`src/wut_pkg.sv`:
```
// constants shared by the wake-up timer and measurement register block
// assumes a 10 MHz system clock and byte-wide registers on a 6-bit address
package wut_pkg;

  // ******************************************************************
  // register addresses
  // ******************************************************************
  localparam logic [5:0] ADDR_CAPSENSE_DISPLAY = 6'h2F;
  localparam logic [5:0] ADDR_AUX_DISPLAY = 6'h30;
  localparam logic [5:0] ADDR_TIMER_CTRL = 6'h31;
  localparam logic [5:0] ADDR_AMP_CONFIG = 6'h32;
  localparam logic [5:0] ADDR_AMP_REFERENCE = 6'h33;
  localparam logic [5:0] ADDR_AMP_AVG_DISPLAY = 6'h34;
  localparam logic [5:0] ADDR_AMP_RESULT_DISPLAY = 6'h35;

  // ******************************************************************
  // reset values
  // ******************************************************************
  localparam logic [7:0] REG_RESET = 8'h00;

  // ******************************************************************
  // timer control fields
  // ******************************************************************
  localparam int CTRL_RANGE_BIT = 7;
  localparam int CTRL_CODE_LSB = 4;
  localparam int CTRL_IRQ_EVERY_BIT = 3;
  localparam int CTRL_AMP_BIT = 2;
  localparam int CTRL_PHASE_BIT = 1;
  localparam int CTRL_CAP_BIT = 0;

  // ******************************************************************
  // measurement configuration fields
  // ******************************************************************
  localparam int CFG_DELTA_LSB = 4;
  localparam int CFG_INCLUDE_BIT = 3;
  localparam int CFG_WEIGHT_LSB = 1;
  localparam int CFG_REFSEL_BIT = 0;
  localparam logic [2:0] WEIGHT_SHIFT_MIN = 3'h2;

  // ******************************************************************
  // capacitive sensor display fields
  // ******************************************************************
  localparam int CAL_VALUE_LSB = 3;
  localparam int CAL_END_BIT = 2;
  localparam int CAL_ERR_BIT = 1;
  localparam int CAL_STEP_FF = 100;
  localparam int CAL_MAX_FF = 3100;

  // ******************************************************************
  // measurement channels
  // ******************************************************************
  localparam int MEAS_CAP = 0;
  localparam int MEAS_PHASE = 1;
  localparam int MEAS_AMP = 2;
  localparam int N_MEAS = 3;

  // ******************************************************************
  // timing
  // ******************************************************************
  localparam int CLK_FREQ_HZ = 10_000_000;
  localparam int LONG_BASE_MS = 100;
  localparam int SHORT_BASE_MS = 10;
  localparam int LONG_BASE_CYCLES = CLK_FREQ_HZ / 1000 * LONG_BASE_MS;
  localparam int SHORT_BASE_CYCLES = CLK_FREQ_HZ / 1000 * SHORT_BASE_MS;
  localparam int TIMER_CNT_W = 20;

endpackage
```
`src/delta_average_unit.sv`:
```
// one measurement channel: reference compare and running average
// assumes result and valid come from measurement logic on the same clock
`timescale 1ns/1ns
module delta_average_unit (
  // clock and reset
  input wire logic i_sys_clk,
  input wire logic i_srst,
  input wire logic i_clear,
  // measurement result
  input wire logic i_valid,
  input wire logic [7:0] i_result,
  // settings
  input wire logic [7:0] i_config,
  input wire logic [7:0] i_reference,
  // outcome
  output logic o_excursion,
  output logic [7:0] o_average
);
  import wut_pkg::*;

  logic [7:0] compare_ref;
  logic [7:0] abs_diff;
  logic exceeds;
  logic [3:0] threshold;
  logic [2:0] shift;
  logic signed [8:0] avg_delta;
  logic signed [8:0] avg_step;
  logic update_avg;

  assign threshold = i_config[CFG_DELTA_LSB +: 4];
  assign compare_ref = i_config[CFG_REFSEL_BIT] ? o_average : i_reference;
  assign abs_diff = (i_result >= compare_ref) ? (i_result - compare_ref)
                                              : (compare_ref - i_result);
  assign exceeds = abs_diff > {4'h0, threshold};

  // weight 4, 8, 16 or 32 as a right shift of 2 to 5
  assign shift = WEIGHT_SHIFT_MIN + {1'b0, i_config[CFG_WEIGHT_LSB +: 2]};
  assign avg_delta = $signed({1'b0, i_result}) - $signed({1'b0, o_average});
  assign avg_step = avg_delta >>> shift;
  assign update_avg = i_valid && (!exceeds || i_config[CFG_INCLUDE_BIT]);

  // excursion pulse one cycle after the result
  always_ff @(posedge i_sys_clk) begin
    if (i_srst) begin
      o_excursion <= 1'b0;
    end else begin
      o_excursion <= i_valid && exceeds;
    end
  end

  // running average
  always_ff @(posedge i_sys_clk) begin
    if (i_srst || i_clear) begin
      o_average <= REG_RESET;
    end else if (update_avg) begin
      o_average <= o_average + avg_step[7:0];
    end
  end

  // ******************************************************************
  // checks
  // ******************************************************************
  a_excursion_strict: assert property (@(posedge i_sys_clk) disable iff (i_srst)
    i_valid && (abs_diff <= {4'h0, threshold}) |=> !o_excursion)
    else $error("excursion flagged within threshold");

  a_excluded_holds_avg: assert property (@(posedge i_sys_clk) disable iff (i_srst)
    i_valid && exceeds && !i_config[CFG_INCLUDE_BIT] && !i_clear |=> $stable(o_average))
    else $error("excluded measurement changed average");

endmodule

```
`src/wakeup_period_timer.sv`:
```
// wake-up period timer: base tick prescaler and timeout code counter
// assumes control inputs come from logic on the same clock
`timescale 1ns/1ns
module wakeup_period_timer #(
  parameter int LONG_CYCLES = wut_pkg::LONG_BASE_CYCLES,
  parameter int SHORT_CYCLES = wut_pkg::SHORT_BASE_CYCLES
) (
  // clock and reset
  input wire logic i_sys_clk,
  input wire logic i_srst,
  // control
  input wire logic i_run,
  input wire logic i_restart,
  input wire logic i_short_range,
  input wire logic [2:0] i_code,
  // expiry pulse
  output logic o_expire
);
  import wut_pkg::*;

  logic [TIMER_CNT_W-1:0] tick_cnt_reg;
  logic [2:0] period_cnt_reg;
  logic [TIMER_CNT_W-1:0] base_last;
  logic base_tick;

  // last count of one base period for the selected range
  always_comb begin
    if (i_short_range) begin
      base_last = TIMER_CNT_W'(SHORT_CYCLES - 1);
    end else begin
      base_last = TIMER_CNT_W'(LONG_CYCLES - 1);
    end
  end

  assign base_tick = (tick_cnt_reg >= base_last);

  // base period prescaler, restarted on stop or reprogramming
  always_ff @(posedge i_sys_clk) begin
    if (i_srst || !i_run || i_restart || base_tick) begin
      tick_cnt_reg <= '0;
    end else begin
      tick_cnt_reg <= tick_cnt_reg + 1'b1;
    end
  end

  // counts base periods up to code plus one
  always_ff @(posedge i_sys_clk) begin
    if (i_srst || !i_run || i_restart) begin
      period_cnt_reg <= 3'h0;
    end else if (base_tick) begin
      if (period_cnt_reg >= i_code) begin
        period_cnt_reg <= 3'h0;
      end else begin
        period_cnt_reg <= period_cnt_reg + 3'h1;
      end
    end
  end

  // one-cycle expiry pulse
  always_ff @(posedge i_sys_clk) begin
    if (i_srst) begin
      o_expire <= 1'b0;
    end else begin
      o_expire <= i_run && !i_restart && base_tick && (period_cnt_reg >= i_code);
    end
  end

  // ******************************************************************
  // checks
  // ******************************************************************
  a_expire_needs_run: assert property (@(posedge i_sys_clk) disable iff (i_srst)
    o_expire |-> $past(i_run)) else $error("expiry while timer stopped");

  a_period_in_range: assert property (@(posedge i_sys_clk) disable iff (i_srst)
    !$past(i_restart) && $stable(i_code) |-> period_cnt_reg <= i_code)
    else $error("period count beyond timeout code");

endmodule

```
`src/wakeup_timer_measure_regs.sv`:
```
// wake-up timer, periodic measurement trigger and status display registers
// assumes measurement engines and cal logic share i_sys_clk; status pins do not
`timescale 1ns/1ns
module wakeup_timer_measure_regs #(
  parameter int LONG_BASE_CYCLES_P = wut_pkg::LONG_BASE_CYCLES,
  parameter int SHORT_BASE_CYCLES_P = wut_pkg::SHORT_BASE_CYCLES
) (
  // clock and reset
  input wire logic i_sys_clk,
  input wire logic i_srst,
  // register port
  input wire logic [5:0] i_addr,
  input wire logic [7:0] i_wdata,
  input wire logic i_wr,
  input wire logic i_rd,
  output logic [7:0] o_rdata,
  // mode control
  input wire logic i_wakeup_mode,
  input wire logic i_set_default,
  // measurement engines
  output logic [wut_pkg::N_MEAS-1:0] o_meas_start,
  input wire logic [wut_pkg::N_MEAS-1:0] i_meas_done,
  input wire logic [7:0] i_amp_result,
  input wire logic [7:0] i_phase_result,
  input wire logic [7:0] i_cap_result,
  // phase and capacitance settings held elsewhere
  input wire logic [7:0] i_phase_config,
  input wire logic [7:0] i_phase_reference,
  input wire logic [7:0] i_cap_config,
  input wire logic [7:0] i_cap_reference,
  // interrupt events
  output logic o_timeout_irq,
  output logic [wut_pkg::N_MEAS-1:0] o_excursion_irq,
  output logic o_wakeup_irq,
  // capacitive sensor calibration
  input wire logic i_cal_done,
  input wire logic i_cal_error,
  input wire logic [4:0] i_cal_value,
  // auxiliary status pins
  input wire logic i_rx_channel_pm,
  input wire logic i_field_detected,
  input wire logic i_tx_active,
  input wire logic i_osc_stable,
  input wire logic i_rx_enabled,
  input wire logic i_rx_receiving,
  input wire logic i_field_detect_peer,
  input wire logic i_field_detect_collision_avoid
);
  import wut_pkg::*;

  // ******************************************************************
  // declarations
  // ******************************************************************
  logic [7:0] timer_ctrl_reg;
  logic [7:0] amp_config_reg;
  logic [7:0] amp_reference_reg;
  logic [7:0] capsense_display_reg;
  logic [7:0] aux_display_reg;
  logic [7:0] amp_result_reg;
  logic [7:0] aux_meta_reg;
  logic [7:0] aux_sync_reg;
  logic [7:0] aux_pins;
  logic [7:0] rdata_next;
  logic [N_MEAS-1:0] meas_enable;
  logic [N_MEAS-1:0] excursion;
  logic [7:0] result_arr [N_MEAS];
  logic [7:0] config_arr [N_MEAS];
  logic [7:0] reference_arr [N_MEAS];
  logic [7:0] average_arr [N_MEAS];
  logic timer_expire;
  logic ctrl_write;
  logic defaults;

  assign defaults = i_set_default;
  assign ctrl_write = i_wr && (i_addr == ADDR_TIMER_CTRL);

  // ******************************************************************
  // software registers
  // ******************************************************************

  // timer control register
  always_ff @(posedge i_sys_clk) begin
    if (i_srst || defaults) begin
      timer_ctrl_reg <= REG_RESET;
    end else if (ctrl_write) begin
      timer_ctrl_reg <= i_wdata;
    end
  end

  // amplitude measurement configuration register
  always_ff @(posedge i_sys_clk) begin
    if (i_srst || defaults) begin
      amp_config_reg <= REG_RESET;
    end else if (i_wr && (i_addr == ADDR_AMP_CONFIG)) begin
      amp_config_reg <= i_wdata;
    end
  end

  // amplitude reference register
  always_ff @(posedge i_sys_clk) begin
    if (i_srst || defaults) begin
      amp_reference_reg <= REG_RESET;
    end else if (i_wr && (i_addr == ADDR_AMP_REFERENCE)) begin
      amp_reference_reg <= i_wdata;
    end
  end

  // ******************************************************************
  // wake-up timer
  // ******************************************************************

  // runs only in wake-up mode; a control write restarts the period
  wakeup_period_timer #(
    .LONG_CYCLES(LONG_BASE_CYCLES_P),
    .SHORT_CYCLES(SHORT_BASE_CYCLES_P)
  ) u_timer (
    .i_sys_clk(i_sys_clk),
    .i_srst(i_srst || defaults),
    .i_run(i_wakeup_mode),
    .i_restart(ctrl_write),
    .i_short_range(timer_ctrl_reg[CTRL_RANGE_BIT]),
    .i_code(timer_ctrl_reg[CTRL_CODE_LSB +: 3]),
    .o_expire(timer_expire)
  );

  assign meas_enable[MEAS_AMP] = timer_ctrl_reg[CTRL_AMP_BIT];
  assign meas_enable[MEAS_PHASE] = timer_ctrl_reg[CTRL_PHASE_BIT];
  assign meas_enable[MEAS_CAP] = timer_ctrl_reg[CTRL_CAP_BIT];

  // measurement start pulses at each expiry
  always_ff @(posedge i_sys_clk) begin
    if (i_srst) begin
      o_meas_start <= '0;
    end else begin
      o_meas_start <= timer_expire ? meas_enable : '0;
    end
  end

  // ******************************************************************
  // measurement compare and averaging
  // ******************************************************************
  assign result_arr[MEAS_AMP] = i_amp_result;
  assign result_arr[MEAS_PHASE] = i_phase_result;
  assign result_arr[MEAS_CAP] = i_cap_result;
  assign config_arr[MEAS_AMP] = amp_config_reg;
  assign config_arr[MEAS_PHASE] = i_phase_config;
  assign config_arr[MEAS_CAP] = i_cap_config;
  assign reference_arr[MEAS_AMP] = amp_reference_reg;
  assign reference_arr[MEAS_PHASE] = i_phase_reference;
  assign reference_arr[MEAS_CAP] = i_cap_reference;

  // one compare and average unit per measurement kind
  for (genvar g = 0; g < N_MEAS; g++) begin : g_meas
    delta_average_unit u_delta (
      .i_sys_clk(i_sys_clk),
      .i_srst(i_srst),
      .i_clear(defaults),
      .i_valid(i_meas_done[g]),
      .i_result(result_arr[g]),
      .i_config(config_arr[g]),
      .i_reference(reference_arr[g]),
      .o_excursion(excursion[g]),
      .o_average(average_arr[g])
    );
  end

  // last amplitude result for display
  always_ff @(posedge i_sys_clk) begin
    if (i_srst || defaults) begin
      amp_result_reg <= REG_RESET;
    end else if (i_meas_done[MEAS_AMP]) begin
      amp_result_reg <= i_amp_result;
    end
  end

  // ******************************************************************
  // interrupt events
  // ******************************************************************

  // timeout event when every-timeout irq is enabled
  always_ff @(posedge i_sys_clk) begin
    if (i_srst) begin
      o_timeout_irq <= 1'b0;
    end else begin
      o_timeout_irq <= timer_expire && timer_ctrl_reg[CTRL_IRQ_EVERY_BIT];
    end
  end

  // excursion events, only for measurements enabled in the timer control register, in any mode
  always_ff @(posedge i_sys_clk) begin
    if (i_srst) begin
      o_excursion_irq <= '0;
    end else begin
      o_excursion_irq <= excursion & meas_enable;
    end
  end

  // combined interrupt pulse
  always_ff @(posedge i_sys_clk) begin
    if (i_srst) begin
      o_wakeup_irq <= 1'b0;
    end else begin
      o_wakeup_irq <= (timer_expire && timer_ctrl_reg[CTRL_IRQ_EVERY_BIT])
                      || (|(excursion & meas_enable));
    end
  end

  // ******************************************************************
  // status displays
  // ******************************************************************

  // capacitive sensor calibration display; completion wins over defaults
  always_ff @(posedge i_sys_clk) begin
    if (i_srst) begin
      capsense_display_reg <= REG_RESET;
    end else if (i_cal_done) begin
      capsense_display_reg[CAL_VALUE_LSB +: 5] <= i_cal_value;
      capsense_display_reg[CAL_END_BIT] <= 1'b1;
      capsense_display_reg[CAL_ERR_BIT] <= i_cal_error;
      capsense_display_reg[0] <= 1'b0;
    end else if (defaults) begin
      capsense_display_reg <= REG_RESET;
    end
  end

  // status pins in display bit order
  assign aux_pins = {i_rx_channel_pm, i_field_detected, i_tx_active, i_osc_stable,
                     i_rx_enabled, i_rx_receiving, i_field_detect_peer,
                     i_field_detect_collision_avoid};

  // two-stage synchroniser for the status pins
  always_ff @(posedge i_sys_clk) begin
    if (i_srst) begin
      aux_meta_reg <= REG_RESET;
      aux_sync_reg <= REG_RESET;
    end else begin
      aux_meta_reg <= aux_pins;
      aux_sync_reg <= aux_meta_reg;
    end
  end

  // auxiliary display follows the synchronised pins
  always_ff @(posedge i_sys_clk) begin
    if (i_srst || defaults) begin
      aux_display_reg <= REG_RESET;
    end else begin
      aux_display_reg <= aux_sync_reg;
    end
  end

  // ******************************************************************
  // read path
  // ******************************************************************

  // read mux, unmapped addresses read zero
  always_comb begin
    unique case (i_addr)
      ADDR_CAPSENSE_DISPLAY: rdata_next = capsense_display_reg;
      ADDR_AUX_DISPLAY: rdata_next = aux_display_reg;
      ADDR_TIMER_CTRL: rdata_next = timer_ctrl_reg;
      ADDR_AMP_CONFIG: rdata_next = amp_config_reg;
      ADDR_AMP_REFERENCE: rdata_next = amp_reference_reg;
      ADDR_AMP_AVG_DISPLAY: rdata_next = average_arr[MEAS_AMP];
      ADDR_AMP_RESULT_DISPLAY: rdata_next = amp_result_reg;
      default: rdata_next = 8'h00;
    endcase
  end

  // read data stands only in the cycle after the strobe
  always_ff @(posedge i_sys_clk) begin
    if (i_srst) begin
      o_rdata <= 8'h00;
    end else begin
      o_rdata <= i_rd ? rdata_next : 8'h00;
    end
  end

  // ******************************************************************
  // checks
  // ******************************************************************
  a_timeout_irq_follows: assert property (@(posedge i_sys_clk) disable iff (i_srst)
    timer_expire && timer_ctrl_reg[CTRL_IRQ_EVERY_BIT] |=> o_timeout_irq && o_wakeup_irq)
    else $error("timeout irq missing");

  a_no_irq_disabled: assert property (@(posedge i_sys_clk) disable iff (i_srst)
    o_timeout_irq |-> $past(timer_ctrl_reg[CTRL_IRQ_EVERY_BIT]) && $past(timer_expire))
    else $error("timeout irq without cause");

  a_amp_start_pulse: assert property (@(posedge i_sys_clk) disable iff (i_srst)
    timer_expire |=> o_meas_start[MEAS_AMP] == $past(timer_ctrl_reg[CTRL_AMP_BIT]))
    else $error("amplitude start does not match enable");

  a_phase_start_pulse: assert property (@(posedge i_sys_clk) disable iff (i_srst)
    o_meas_start[MEAS_PHASE] |-> $past(timer_expire) && $past(meas_enable[MEAS_PHASE]))
    else $error("phase start without expiry");

  a_cap_excursion_gated: assert property (@(posedge i_sys_clk) disable iff (i_srst)
    excursion[MEAS_CAP] && !meas_enable[MEAS_CAP] |=> !o_excursion_irq[MEAS_CAP])
    else $error("cap excursion irq while disabled");

  a_reference_write: assert property (@(posedge i_sys_clk) disable iff (i_srst)
    i_wr && (i_addr == ADDR_AMP_REFERENCE) && !defaults |=> amp_reference_reg == $past(i_wdata))
    else $error("reference write lost");

  a_defaults_clear: assert property (@(posedge i_sys_clk) disable iff (i_srst)
    defaults |=> timer_ctrl_reg == 8'h00 && amp_config_reg == 8'h00 && aux_display_reg == 8'h00)
    else $error("defaults not restored");

  a_cal_end_set: assert property (@(posedge i_sys_clk) disable iff (i_srst)
    i_cal_done |=> capsense_display_reg[CAL_END_BIT]
      && capsense_display_reg[CAL_VALUE_LSB +: 5] == $past(i_cal_value))
    else $error("calibration result not shown");

  a_aux_pin_latency: assert property (@(posedge i_sys_clk) disable iff (i_srst)
    !defaults && !$past(defaults) && !$past(i_srst, 3)
      |-> aux_display_reg == $past(aux_pins, 3))
    else $error("aux display not three cycles behind pins");

  a_read_only_after: assert property (@(posedge i_sys_clk) disable iff (i_srst)
    !i_rd |=> o_rdata == 8'h00)
    else $error("read data outside read cycle");

endmodule

```
`config.mk`:
```
export PLATFORM = sky130hd
export DESIGN_NAME = wakeup_timer_measure_regs
export DESIGN_NICKNAME = d
export VERILOG_FILES = /design/src/wut_pkg.sv /design/src/delta_average_unit.sv /design/src/wakeup_period_timer.sv /design/src/wakeup_timer_measure_regs.sv
export SDC_FILE = /design/constraint.sdc
export NUM_CORES = 1
export LEC_CHECK = 0
export ABC_AREA = 0
export BUFFER_PORTS_ARGS = -buffer_cell sky130_fd_sc_hd__buf_2
export CAP_MARGIN = 20
export CORE_UTILIZATION = 43
export DETAILED_ROUTE_END_ITERATION = 10
export GPL_TIMING_DRIVEN = 0
export PLACE_DENSITY = 0.67
export SLEW_MARGIN = 15
export SYNTH_ARGS = -nofsm -noshare
export SYNTH_HDL_FRONTEND = slang
export SYNTH_SLANG_ARGS = --single-unit
```
`constraint.sdc`:
```
create_clock -name i_sys_clk -period 11.2 [get_ports i_sys_clk]
set_input_delay 1.12 -clock i_sys_clk [delete_from_list [all_inputs] [get_ports i_sys_clk]]
set_output_delay 1.12 -clock i_sys_clk [all_outputs]
set_load 0.03 [all_outputs]
```
==> results by group <==
Status
  • Outcome: finished, final reports clean

Place
  • Area after DPL: 0.0109 mm2
  • Placer Congestion: between 0.8 and 0.9
  • Pre-CTS setup slack: 5240 ps
  • DP HPWL: approximately 21000 um
  • IO Port Bufs: 100

Route
  • DRT antenna net count: 0
  • Via density: 5.38
  • Average wire per standard cell: 15.4 um
  • Vias: slightly above 9000
  • Detailed Routing Iterations Pass 1: 6
  • Overall routed net length: between 20000 and 30000 um
  • DR DRC count: 0
  • Initial drt markers: 483

Clocking
  • H-tree levels: 4
  • CTS resizes: 0
  • CTS root buf: clkbuf_16
  • Worst-Skew Late Latency: 420 ps
  • CTS tree: yes
  • Max Root-Sink Buffers: 2
  • Clock buffer count from CTS: 17
  • CTS Hold Bufs: 0
  • Clock sinks: 130
  • # Post-CTS Setup Buffers: 0
  • Clk slew on worst S/H paths: 60 ps

Worst setup path
  • Setup CP Type: in -> reg
  • Worst path required time: 11540 ps
  • Worst EP arrival: 5900 ps
  • Setup crit end kind: register
  • R2R setup slack: 5920 ps
  • Launch point of the worst reg-to-reg path: amp_config_reg[0]
  • Reg2Reg Capture Point: g_meas[2].u_delta.o_average[5]
  • Largest fanout on the critical path: 10
  • R2R cell count: 19
  • CP startpoint kind: input pin

Timing
  • Final TNS setup: 0 ps
  • Max Freq: about 180 MHz
  • RSZ-0062 raised after global routing: false
  • Final setup viols: 0
  • Rel. slew slack: 34.7%
  • Tcrit/Tclk final: 49.7%
  • Skew final: 8.37 ps
  • Fin. max-slew vios: 0
  • Min Tclk post-route: 5570 ps
  • Worst Slack Setup Final: approximately 5600 ps
  • Hold Violations, Final: 0
  • Slew @ Worst Pin: 978 ps

Final layout
  • Area Overhead vs Synth: 15.0%
  • Ant. Diodes: 0
  • Nets: between 1500 and 2000
  • Commonest cells after routing, fill and taps aside: dfxtp_1, ha_1, a21oi_1
  • Fin area: 0.0115 mm2
  • Most common cell after layout, fill and taps aside: dfxtp_1
  • Layout cells sized above 1: 12.0%
  • Largest register FFs: 24

Global routing
  • Met1 Track Usage GR: a little under a third
  • Initial antenna violation count: 0
  • GR met3 Demand/Resource: 3.33%
  • Busiest grt layer: met2
  • Gr usage total: 22.5%
  • M2 GR Usage: 36.5%
  • Grt total ovfl: 0
  • Largest net degree at the start of global routing: 17
  • Vias in the first global route: about 8600
  • First-pass GRT wire length: approximately 43000 um

Yosys
  • Number of flops mapped to enable cells by yosys: 0
  • Yosys cell types: between 70 and 80
  • Mapped cell area: 0.0100 mm2
  • Syn avg cell area: 8.10 um2
  • Count of state elements after synthesis: 130
  • Post-synthesis net count: 1456
  • Register area share after synthesis: 26.0%
  • Yosys Warn Count: 0
  • Top FF cell, synth: dfxtp_1
  • Mapped Cells: 1237
  • Ys async rst share: 0%

Die
  • Total I/O pin count: 110
  • Chip Width: between 150 and 200 um
  • Die Y: ~150 um
  • Rows: 55
  • Initial Utilization: 44.0%
  • Die area: 0.0239 mm2
  • Core Area: 0.0228 mm2

Power and ir drop
  • Power, Total: 1.35 mW
  • VDD IR max: 97.0 uV
  • Pwr Density: 117 mW/mm2
  • P_leak: 4.93 nW

Worst hold path
  • Worst Hold Endpoint: aux_display_reg[6]
  • Hold Path Origin: aux_sync_reg[6]
  • Hold path depth: 1
  • Hold WC Path Type: reg -> reg

Flow run
  • Max Cap Viol: 0
worst max-delay path, stage by stage:
cell       delay, ps
clkbuf_1         490
mux2i_1          310
inv_1             70
ha_1             260
buf_2            180
a21oi_1          200
a31oi_1          180
nor3_1           710
mux2_2           410
ha_1             290
a21oi_1          150
o21a_1           190
o221ai_1         170
a31oi_1          240
o2111ai_1        300
buf_4            290
a211o_1          260
o31ai_1           60
through the flow:
step	std cells	hold slack (ps)	utilization, %
detailed placement	1650	416	48.0
CTS	1682	429	50.6
global placement	1650	413	47.9
finish	1682	427	50.6
global route	1682	456	50.6
floorplan	1237	406	-
worst max-delay path by stage:
stage,startpoint,endpoint,slack [ps],depth (start not counted)
finish,i_phase_config[0],g_meas[1].u_delta.o_average[6],5630,18
global placement,i_phase_config[0],g_meas[1].u_delta.o_average[6],5300,18
detailed placement,i_phase_config[0],g_meas[1].u_delta.o_average[6],5240,18
CTS,i_phase_config[0],g_meas[1].u_delta.o_average[6],5670,18
global route,i_phase_config[0],g_meas[1].u_delta.o_average[6],5230,18
floorplan,i_cap_config[0],g_meas[0].u_delta.o_average[2],6140,19
layer usage:
| metal | up-vias | share of wire, % |
|---|---|---|
| met2 | 204 | 46 |
| met3 | 38 | 3.9 |
| met4 | 0 | 2.6 |
| met1 | 4174 | 48 |
| met5 | - | 0 |
| li1 | 4638 | - |
synth_stat cells (all sizes together) (5+ instances only):
cell type,number,area (um2)
a21oi,114,586
a21boi,10,75.1
ha,114,1430
and4,6,52.6
buf,8,55.1
or2,5,31.3
nor2,67,251
inv,109,409
a31oi,23,159
o21ai,37,185
o31ai,7,52.6
o211ai,16,120
xnor2,28,245
a211o,5,43.8
nand3,72,365
and3,8,51.3
xor2,24,210
o21a,18,135
clkbuf,47,176
or3,8,55.1
nand2b,13,81.3
fa,11,220
a21o,22,166
dfxtp,130,2600
nor3,17,96.4
a22oi,22,165
nor2b,27,169
and2,21,131
mux2,9,101
nor3b,14,105
nand4,12,75.1
nand2,102,383
a211oi,5,42.5
mux2i,53,531
nand3b,8,60.1
power breakdown:
group	total [mW]	switching, mW	leakage, nW	internal (mW)
Combinational	0.310	0.177	3.58	0.133
Sequential	0.477	0.00582	1.05	0.471
Clock	0.566	0.205	0.291	0.361
Total	1.35	0.388	4.93	0.965
area by class of cell:
type | instances | area, um2
Multi-Input combinational cell | 943 | 6790
Inverter | 109 | 409
Fill cell | 2234 | 11300
Buffer | 55 | 231
Sequential cell | 130 | 2600
Clock inverter | 9 | 130
Tap cell | 313 | 392
Clock buffer | 23 | 468
Timing Repair Buffer | 100 | 500
cell families (layout without fill, tap and decap cells):
group / after synthesis / count (layout) / synth area share, %
compound gates: 318 / 318 / 20.8
xor+xnor: 52 / 52 / 4.54
fa+ha+maj: 125 / 125 / 16.4
buf+inv: 164 / 296 / 6.39
flops: 130 / 130 / 26.0
mux: 62 / 62 / 6.30
simple gates: 386 / 386 / 19.5
No activity file was read; power rests on OpenSTA's default activity.
